`src/rtl/pwm_timer_map.svh`:
```
`ifndef PWM_TIMER_MAP_SVH
`define PWM_TIMER_MAP_SVH
// register byte offsets
`define OFS_START        8'h00
`define OFS_PWM_MODE     8'h04
`define OFS_PWM_COUNT    8'h08
`define OFS_STATUS       8'h0C
`define OFS_TMR_MODE0    8'h10
`define OFS_TMR_COUNT0   8'h20
// start register fields
`define START_PWM_BIT    0
`define START_TMR_LSB    1
// pwm mode register fields
`define PM_MODE_LSB      0
`define PM_EIGHT_BIT     2
`define PM_CLK_LSB       3
`define PM_TRIG_LSB      5
// simple timer mode fields
`define TM_MODE_LSB      0
`define TM_CLK_LSB       2
// status fields
`define ST_PULSE_BIT     0
`define ST_RUN_BIT       1
`define ST_ARMED_BIT     2
`define ST_TRIG_PIN_BIT  3
// mode codes
`define MODE_PWM         2'h3
`define MODE_TIMER       2'h0
// clock select codes
`define CLK_F1           2'h0
`define CLK_F8           2'h1
// trigger select codes
`define TRIG_NONE        2'h0
`define TRIG_PIN         2'h1
`define TRIG_TMR0        2'h2
// period lengths minus one, in units
`define PERIOD16_LAST    16'hFFFE
`define PERIOD8_LAST     16'h00FE
// reset values and read answers
`define RST_COUNT        16'h0000
`define RST_MODE         8'h00
`define PWM_COUNT_READ   32'h0000_0000
`define UNMAPPED_READ    32'h0000_0000
`endif

```
`src/rtl/pwm_timer_pkg.sv`:
```
package pwm_timer_pkg;
  typedef enum logic [2:0] {
    PWM_IDLE  = 3'b001,
    PWM_ARMED = 3'b010,
    PWM_RUN   = 3'b100
  } pwm_state_e;
  typedef logic [1:0]  clk_sel_t;
  typedef logic [15:0] count_t;
  typedef logic [7:0]  wb_adr_t;
  typedef logic [31:0] wb_dat_t;
endpackage : pwm_timer_pkg

```
`src/rtl/pwm_timer.sv`:
```
// What this block does
// - pwm counter works as 16-bit or 8-bit modulator, counting down
// - count clock chosen from undivided, divide-by-8 or divide-by-32 clock
// - pwm counter reloads at each pulse rising edge and keeps counting
// - trigger events while counting neither restart nor reload the counter
// - 16-bit high time is n count clock periods
// - 16-bit period is fixed at 65535 count clock periods
// - 8-bit high time is n*(m+1) periods, n from upper byte
// - 8-bit period is 255*(m+1) periods, m from lower byte
// - pwm starts on pin trigger, trigger timer overflow or start flag
// - pwm stops only when software clears its start flag
// - pwm interrupt request each time the pulse falls low
// - trigger pin is general input or trigger; output pin carries pulse
// - reading the pwm count register returns no live count
// - pwm write loads reload and counter when stopped, reload only when running
// - simple timer mode bits 0 and 1 select mode; only timer mode exists
// - simple timer counts down, reloads on underflow, divides by n+1
// - simple timer runs while start flag is 1, halts when cleared
// - reading a simple timer count register returns its current count
// - simple timer write loads both when stopped, reload only when running
// - simple timers interrupt on underflow except the third, a prescaler only
// - channel has four modes; only pulse-width modulation is built here
`timescale 1ns/1ps
`include "pwm_timer_map.svh"
module pwm_timer (
  input  wire logic                   clk_i,
  input  wire logic                   rst_i,
  input  wire logic                   wb_cyc_i,
  input  wire logic                   wb_stb_i,
  input  wire logic                   wb_we_i,
  input  wire pwm_timer_pkg::wb_adr_t wb_adr_i,
  input  wire logic [3:0]             wb_sel_i,
  input  wire pwm_timer_pkg::wb_dat_t wb_dat_i,
  output logic                        wb_ack_o,
  output pwm_timer_pkg::wb_dat_t      wb_dat_o,
  input  wire logic                   pwm_trigger_pin_i,
  output logic                        pwm_pulse_pin_o,
  output logic                        pwm_irq_o,
  output logic [1:0]                  timer_irq_o
);
  import pwm_timer_pkg::*;

  //////////////////////////////////////////////////////////////////////////////
  // helpers

  // pick the count tick for a clock select code
  function automatic logic pick_tick(clk_sel_t sel, logic t1, logic t8, logic t32);
    unique case (sel)
      `CLK_F1: pick_tick = t1;
      `CLK_F8: pick_tick = t8;
      default: pick_tick = t32;
    endcase
  endfunction : pick_tick

  // merge the two low byte lanes of a write into a 16-bit value
  function automatic count_t merge16(count_t old, wb_dat_t d, logic [3:0] sel);
    merge16 = {sel[1] ? d[15:8] : old[15:8], sel[0] ? d[7:0] : old[7:0]};
  endfunction : merge16

  //////////////////////////////////////////////////////////////////////////////
  // declarations

  logic [4:0]   pre_div;
  logic         tick8;
  logic         tick32;
  logic         req;
  logic         wr;
  logic [2:0]   tmr_start;
  logic         pwm_start;
  logic [7:0]   pwm_mode;
  logic [3:0]   tmr_mode [3];
  count_t       tmr_cnt [3];
  count_t       tmr_reload [3];
  logic [2:0]   tmr_tick;
  logic [2:0]   tmr_under;
  logic [2:0]   tmr_run;
  logic         trig_q;
  logic         trig_evt;
  pwm_state_e   state;
  pwm_state_e   next_state;
  count_t       pwm_reload;
  count_t       hi_cnt;
  count_t       per_cnt;
  logic [7:0]   pre_cnt;
  logic [7:0]   cur_m;
  logic         pwm_tick;
  logic         unit_tick;
  logic         begin_period;
  logic         next_pulse;
  logic         eight_bit;
  logic         pwm_run;
  logic         wr_pwm;
  count_t       new_hi;
  count_t       period_last;

  //////////////////////////////////////////////////////////////////////////////
  // count clock prescaler

  always_ff @(posedge clk_i) begin
    if (rst_i) begin
      pre_div <= 5'h00;
    end else begin
      pre_div <= pre_div + 5'h01;
    end
  end
  assign tick8  = (pre_div[2:0] == 3'h7);
  assign tick32 = (pre_div == 5'h1F);

  //////////////////////////////////////////////////////////////////////////////
  // wishbone slave

  assign req    = wb_cyc_i & wb_stb_i & ~wb_ack_o;
  assign wr     = req & wb_we_i;
  assign wr_pwm = wr & (wb_adr_i == `OFS_PWM_COUNT);

  // ack one cycle after the request, dropped the cycle after
  always_ff @(posedge clk_i) begin
    if (rst_i) begin
      wb_ack_o <= 1'b0;
    end else begin
      wb_ack_o <= req;
    end
  end

  // read data mux, registered with ack
  always_ff @(posedge clk_i) begin
    if (rst_i) begin
      wb_dat_o <= `UNMAPPED_READ;
    end else if (req & ~wb_we_i) begin
      wb_dat_o <= `UNMAPPED_READ;
      unique case (wb_adr_i)
        `OFS_START:     wb_dat_o <= {28'h0000000, tmr_start, pwm_start};
        `OFS_PWM_MODE:  wb_dat_o <= {24'h000000, pwm_mode};
        `OFS_PWM_COUNT: wb_dat_o <= `PWM_COUNT_READ;
        `OFS_STATUS:    wb_dat_o <= {28'h0000000, pwm_trigger_pin_i,
                                     state == PWM_ARMED, pwm_run, pwm_pulse_pin_o};
        default: begin
          for (int i = 0; i < 3; i++) begin
            if (wb_adr_i == `OFS_TMR_MODE0 + 8'(4 * i)) begin
              wb_dat_o <= {28'h0000000, tmr_mode[i]};
            end
            if (wb_adr_i == `OFS_TMR_COUNT0 + 8'(4 * i)) begin
              wb_dat_o <= {16'h0000, tmr_cnt[i]};
            end
          end
        end
      endcase
    end
  end

  // control registers: start flags and modes
  always_ff @(posedge clk_i) begin
    if (rst_i) begin
      pwm_start <= 1'b0;
      tmr_start <= 3'h0;
      pwm_mode  <= `RST_MODE;
      for (int i = 0; i < 3; i++) begin
        tmr_mode[i] <= 4'h0;
      end
    end else if (wr & wb_sel_i[0]) begin
      if (wb_adr_i == `OFS_START) begin
        pwm_start <= wb_dat_i[`START_PWM_BIT];
        tmr_start <= wb_dat_i[`START_TMR_LSB +: 3];
      end
      if (wb_adr_i == `OFS_PWM_MODE) begin
        pwm_mode <= wb_dat_i[7:0];
      end
      for (int i = 0; i < 3; i++) begin
        if (wb_adr_i == `OFS_TMR_MODE0 + 8'(4 * i)) begin
          tmr_mode[i] <= wb_dat_i[3:0];
        end
      end
    end
  end

  //////////////////////////////////////////////////////////////////////////////
  // simple reload timers

  always_comb begin
    for (int i = 0; i < 3; i++) begin
      tmr_run[i]   = tmr_start[i] & (tmr_mode[i][`TM_MODE_LSB +: 2] == `MODE_TIMER);
      tmr_tick[i]  = tmr_run[i] & pick_tick(tmr_mode[i][`TM_CLK_LSB +: 2], 1'b1,
                                            tick8, tick32);
      tmr_under[i] = tmr_tick[i] & (tmr_cnt[i] == 16'h0000);
    end
  end

  always_ff @(posedge clk_i) begin
    if (rst_i) begin
      for (int i = 0; i < 3; i++) begin
        tmr_cnt[i]    <= `RST_COUNT;
        tmr_reload[i] <= `RST_COUNT;
      end
    end else begin
      for (int i = 0; i < 3; i++) begin
        if (tmr_under[i]) begin
          tmr_cnt[i] <= tmr_reload[i];
        end else if (tmr_tick[i]) begin
          tmr_cnt[i] <= tmr_cnt[i] - 16'h0001;
        end
        if (wr & (wb_adr_i == `OFS_TMR_COUNT0 + 8'(4 * i))) begin
          tmr_reload[i] <= merge16(tmr_reload[i], wb_dat_i, wb_sel_i);
          if (!tmr_run[i]) begin
            tmr_cnt[i] <= merge16(tmr_reload[i], wb_dat_i, wb_sel_i);
          end
        end
      end
    end
  end

  // third timer is a prescaler only
  always_ff @(posedge clk_i) begin
    if (rst_i) begin
      timer_irq_o <= 2'h0;
    end else begin
      timer_irq_o <= tmr_under[1:0];
    end
  end

  //////////////////////////////////////////////////////////////////////////////
  // pwm start control

  // trigger pin edge, pin otherwise readable in status
  always_ff @(posedge clk_i) begin
    if (rst_i) begin
      trig_q <= 1'b0;
    end else begin
      trig_q <= pwm_trigger_pin_i;
    end
  end

  // pin is a trigger only when selected
  always_comb begin
    unique case (pwm_mode[`PM_TRIG_LSB +: 2])
      `TRIG_PIN:  trig_evt = pwm_trigger_pin_i & ~trig_q;
      `TRIG_TMR0: trig_evt = tmr_under[0];
      `TRIG_NONE: trig_evt = 1'b0;
      default:    trig_evt = tmr_under[1];
    endcase
  end

  // start on flag, pin or timer overflow
  always_comb begin
    next_state = state;
    unique case (state)
      PWM_IDLE: begin
        // other channel modes leave it idle
        if (pwm_start && pwm_mode[`PM_MODE_LSB +: 2] == `MODE_PWM) begin
          next_state = (pwm_mode[`PM_TRIG_LSB +: 2] == `TRIG_NONE) ? PWM_RUN : PWM_ARMED;
        end
      end
      PWM_ARMED: begin
        if (!pwm_start) begin
          next_state = PWM_IDLE;
        end else if (trig_evt) begin
          next_state = PWM_RUN;
        end
      end
      PWM_RUN: begin
        // only a cleared flag stops it
        if (!pwm_start) begin
          next_state = PWM_IDLE;
        end
      end
      default: next_state = PWM_IDLE;
    endcase
  end

  always_ff @(posedge clk_i) begin
    if (rst_i) begin
      state <= PWM_IDLE;
    end else begin
      state <= next_state;
    end
  end

  //////////////////////////////////////////////////////////////////////////////
  // pwm engine

  assign pwm_run   = (state == PWM_RUN);
  assign eight_bit = pwm_mode[`PM_EIGHT_BIT];
  // pwm uses the same tick choice
  assign pwm_tick  = pwm_run & pick_tick(pwm_mode[`PM_CLK_LSB +: 2], 1'b1, tick8, tick32);
  // unit is m+1 ticks in 8-bit form
  assign unit_tick = pwm_tick & (~eight_bit | (pre_cnt == 8'h00));
  // a trigger while running cannot start a period
  assign begin_period = (next_state == PWM_RUN) & ~pwm_run;
  assign period_last = eight_bit ? `PERIOD8_LAST : `PERIOD16_LAST;
  assign new_hi = eight_bit ? {8'h00, pwm_reload[15:8]} : pwm_reload;

  // next pulse level
  always_comb begin
    next_pulse = pwm_pulse_pin_o;
    if (next_state != PWM_RUN) begin
      next_pulse = 1'b0;
    end else if (begin_period || (unit_tick && per_cnt == 16'h0000)) begin
      next_pulse = (new_hi != 16'h0000);
    end else if (unit_tick && hi_cnt == 16'h0001) begin
      next_pulse = 1'b0;
    end
  end

  // reload at every period start, never stop
  always_ff @(posedge clk_i) begin
    if (rst_i) begin
      hi_cnt  <= `RST_COUNT;
      per_cnt <= `RST_COUNT;
      pre_cnt <= 8'h00;
      cur_m   <= 8'h00;
    end else if (begin_period || (unit_tick && per_cnt == 16'h0000)) begin
      hi_cnt  <= new_hi;
      per_cnt <= period_last;
      cur_m   <= pwm_reload[7:0];
      pre_cnt <= pwm_reload[7:0];
    end else if (pwm_tick) begin
      pre_cnt <= (pre_cnt == 8'h00) ? cur_m : pre_cnt - 8'h01;
      if (unit_tick) begin
        per_cnt <= per_cnt - 16'h0001;
        if (hi_cnt != 16'h0000) begin
          hi_cnt <= hi_cnt - 16'h0001;
        end
      end
    end else if (wr_pwm && !pwm_run) begin
      // stopped write loads the counter too
      hi_cnt <= merge16(pwm_reload, wb_dat_i, wb_sel_i);
    end
  end

  // reload register always takes the write
  always_ff @(posedge clk_i) begin
    if (rst_i) begin
      pwm_reload <= `RST_COUNT;
    end else if (wr_pwm) begin
      pwm_reload <= merge16(pwm_reload, wb_dat_i, wb_sel_i);
    end
  end

  always_ff @(posedge clk_i) begin
    if (rst_i) begin
      pwm_pulse_pin_o <= 1'b0;
      pwm_irq_o       <= 1'b0;
    end else begin
      pwm_pulse_pin_o <= next_pulse;
      pwm_irq_o       <= pwm_pulse_pin_o & ~next_pulse;
    end
  end
endmodule : pwm_timer

```
`config.mk`:
```
export PLATFORM = sky130hd
export DESIGN_NAME = pwm_timer
export DESIGN_NICKNAME = d
export VERILOG_FILES = /design/src/rtl/pwm_timer_pkg.sv /design/src/rtl/pwm_timer.sv
export VERILOG_INCLUDE_DIRS = /design/src /design/src/rtl
export SDC_FILE = /design/constraint.sdc
export NUM_CORES = 1
export LEC_CHECK = 0
export BUFFER_PORTS_ARGS = -buffer_cell sky130_fd_sc_hd__buf_2
export CAP_MARGIN = 0
export CORE_ASPECT_RATIO = 1.75
export CORE_MARGIN = 3
export CORE_UTILIZATION = 55
export CTS_CLUSTER_DIAMETER = 200
export DETAILED_ROUTE_END_ITERATION = 7
export PLACE_DENSITY = 0.77
export SYNTH_ARGS = -nofsm -noshare
export SYNTH_HDL_FRONTEND = slang
export SYNTH_SLANG_ARGS = --single-unit
```
`constraint.sdc`:
```
create_clock -name clk_i -period 3 [get_ports clk_i]
set_input_delay 0.6 -clock clk_i [delete_from_list [all_inputs] [get_ports clk_i]]
set_output_delay 0.6 -clock clk_i [all_outputs]
set_load 0.05 [all_outputs]
```
==> impl_metrics.yaml <==
floorplanning:
  initial_core_util_pct: 56.06
  rows: 71
  die_w_um: 118.1
  floorplan.die_area_sq_mm: 0.02389
  boundaryPins: 87
  fp.dieH_um: 202.2
  design.core.area_sq_mm: 0.02159
timing:
  post-route-min-period_ns: 2.870
  max_freq_ghz: 0.3484
  setup_slack_ns: 0.1298
  max-slew-margin-rel_pct: 36.69
  finalHoldViolations: 0
  worst-slew-pin-transition_ns: 0.9496
  finalCritPeriodShare_pct: 95.67
  final-max-slew-violation-count: 0
  final.setup.tns_ns: 0
  skew_ns: 0.01559
  rsz0062_at_grt: "false"
  final-setup-viol-count: 0
  fin_hold_ws_ns: 0.3522
finish:
  post_route_cells_drive_above_1_share_pct: 15.15
  final_nets: 1544
  n_antenna_cell: 0
  synthesis_to_layout_area_growth_pct: 14.39
  final_area_sq_mm: 0.01384
global_routing:
  gr-total-overflow: 0
  grt_antenna_before_repair: 0
  wire_length_of_the_first_global_routing_pass_mm: 58.81
  largest_net_degree_at_the_start_of_global_routing: 81
  gr-usage-all-layers_pct: 30.76
  first_global_vias: 11130
detailed_routing:
  detailedRoute.firstPassIterationCount: 6
  detail_route.iter0.violations: 1018
  routed_wirelength_mm: 37.78
  via_total_after_detailed_routing: 11340
  detail-route-antenna-nets: 0
  wl_per_cell_um: 21.11
  number_of_remaining_drc_errors: 0
  viasPerCell: 6.334
clocking:
  cts.hold.buffers_added: 0
  htreeDepth: 1
  cts.clk_slew.worst_paths_ns: 0.07
  cts_tree: "yes"
  cts_buffer_depth: 3
  worstSkewPairLatency_ns: 0.52
  clock_root_buffer: "sky130_fd_sc_hd__clkbuf_16"
  cts_inserted_buffers: 21
  cts_num_sinks: 214
power:
  ir_drop_mv: 0.4633
  total_power_divided_by_cell_area_mw_per_mm2: 452.8
  cellLeakagePower_nw: 5.095
critical_path:
  reg2reg_depth: 12
  path_max_fanout: 7
  critical_path.max_stage_delay_ns: 0.40
  regToRegStartpoint: "tmr_cnt[1][0]"
  worst-path-stages: 12
  critical_path_class: "reg2reg"
  required_ns: 3.41
  critical_path_buffer_and_inverter_count: 4
  critical_path.most_common_cell: "sky130_fd_sc_hd__buf_4"
  worst-endpoint-arrival_ns: 3.28
  worst_setup_path_end_kind: "flip-flop"
  critical-path-top-delay-family: "compound AO/OA/AOI/OAI gates"
  critical_path.slowest_cell: "sky130_fd_sc_hd__edfxtp_1"
  crit_start: "tmr_cnt[1][0]"
  critPathLaunchType: "flip-flop"
  ff2ff_setup_slack_ns: 0.13
  timing.critical_path.cells: "inv_1 -> ha_1 -> nor4b_1 -> buf_4 -> and4_1 -> a21o_1 -> buf_4 -> o21ai_2 -> a21oi_2 -> buf_4 -> nand2_1 -> a311oi_1"
  crit-reg2reg-capture: "hi_cnt[10]"
status:
  run_status: "completed"
placement:
  globalplace.congestion: 1.041
  detailedPlace.worstSlack_ns: 0.06216
  dp.final_hpwl_mm: 27.80
  post_dp_cell_area_sq_mm: 0.01315
  portBuffers: 52
synthesis:
  syn_avg_cell_area_sq_um: 8.706
  number_of_enable_type_register_cells_in_the_synthesized_netlist: 108
  synth_warnings: 0
  yosysSeqAreaShare_pct: 44.33
  postSynthCellCount: 1390
  most_common_cell_in_the_netlist: "sky130_fd_sc_hd__nand2_1"
  predominant_post_synthesis_flop_cell: "sky130_fd_sc_hd__edfxtp_1"
  synth_largest_area_cell: "sky130_fd_sc_hd__edfxtp_1"
  syn_area_sq_mm: 0.01210
  synth-seq-cells: 214
  synthDominantCellAreaShare_pct: 26.80
  synth_top_cells_by_area: "sky130_fd_sc_hd__edfxtp_1, sky130_fd_sc_hd__dfxtp_1, sky130_fd_sc_hd__nand2_1"
  netlist_top_cells_count: "sky130_fd_sc_hd__nand2_1, sky130_fd_sc_hd__nor2_1, sky130_fd_sc_hd__a21oi_1"
  synth-async-reset-ratio_pct: 0
  number_of_unique_standard_cell_types_used_by_synthesis: 86
min_path:
  timing.hold.worst.start: "pwm_trigger_pin_i"
  worstHoldPathType: "in2reg"
  min_delay_worst_endpoint: "trig_q"
  worst_hold_path.num_cells: 2
flow_run:
  maxCapViolations: 0
==> worst max-delay path by stage <==
stage,endpoint,slack (ns)
2_1_floorplan,tmr_reload[0][16],0.09
5_1_grt,hi_cnt[10],0.01
4_1_cts,pre_cnt[6],0.03
3_5_place_dp,pre_cnt[6],0.06
3_3_place_gp,pre_cnt[6],0.1
6_report,hi_cnt[10],0.13
==> flip-flops by register name, summed over array words and instances (netlist names) <==
register and flops:
pwm_irq_o 1, tmr_start 3, wb_ack_o 1, timer_irq_o 2, state 3, per_cnt 16, trig_q 1, pre_cnt 8
hi_cnt 16, tmr_mode 12, pwm_pulse_pin_o 1, pwm_start 1, wb_dat_o 16, pre_div 5, pwm_reload 16, cur_m 8
tmr_cnt 48, pwm_mode 8, tmr_reload 48
==> layer usage <==
metal / vias to the layer above / GRT usage, % / share of wire [%]
met1: 5402 / 32.69 / 35
met5: - / 0 / 0
li1: 5259 / - / -
met4: 0 / 22.81 / 8.3
met2: 503 / 55.51 / 51
met3: 174 / 3.359 / 5.9
==> power by group <==
| group | internal [mW] | switching (mW) | leakage (nW) |
|---|---|---|---|
| logic | 0.141 | 0.339 | 2.80 |
| registers | 3.13 | 0.0587 | 1.97 |
| clock network | 1.44 | 1.16 | 0.330 |
| total | 4.72 | 1.55 | 5.10 |
==> cells by family after synthesis <==
group / share of synthesized area (%)
adder cells (fa/ha/maj): 1.137
multiplexers: 0.9202
buffers and inverters: 5.221
AND/OR/NAND/NOR: 24.55
XOR/XNOR: 3.608
AO/OA/AOI/OAI: 20.20
flip-flops: 44.33
other: 0.03099
==> through the flow <==
step           std cells  power (mW)  util, %
2_1_floorplan       1405       3.552        -
5_1_grt             1790       6.454    64.13
3_3_place_gp        1752       3.710    60.92
6_report            1790       6.269    64.13
3_5_place_dp        1752       3.717    60.92
4_1_cts             1790       6.273    63.98
==> cell type report <==
cell class / count / area (sq um)
Sequential cell: 214 / 5365
Fill cell: 1882 / 7744
Clock inverter: 6 / 33.78
Tap cell: 292 / 365.4
Multi-Input combinational cell: 1052 / 6221
Timing Repair Buffer: 148 / 1059
Clock buffer: 32 / 626.9
Inverter: 46 / 172.7
==> cell usage in the layout, fill, tap and decap left out, drive strengths merged, types with 9 or more instances in the layout <==
master,instances
a21oi,133
a221oi,16
or3,13
xor2,18
nor3,46
conb,16
clkbuf,32
dfxtp,106
nand2b,27
nand3,49
nand2,182
o22ai,22
a211oi,41
or4,17
buf,148
inv,48
edfxtp,108
and2,10
nor4,25
o31ai,12
a221o,18
o21ai,73
nor2b,27
mux2i,10
ha,11
nor2,149
nor3b,9
xnor2,31
==> what timing repair did <==
action / CTS / global route
hold endpoints to repair: 0 / 0
setup endpoints to repair: 0 / 17
setup buffers: 0 / 0
gates resized for setup: 0 / 5
No activity file was read; power rests on OpenSTA's default activity.
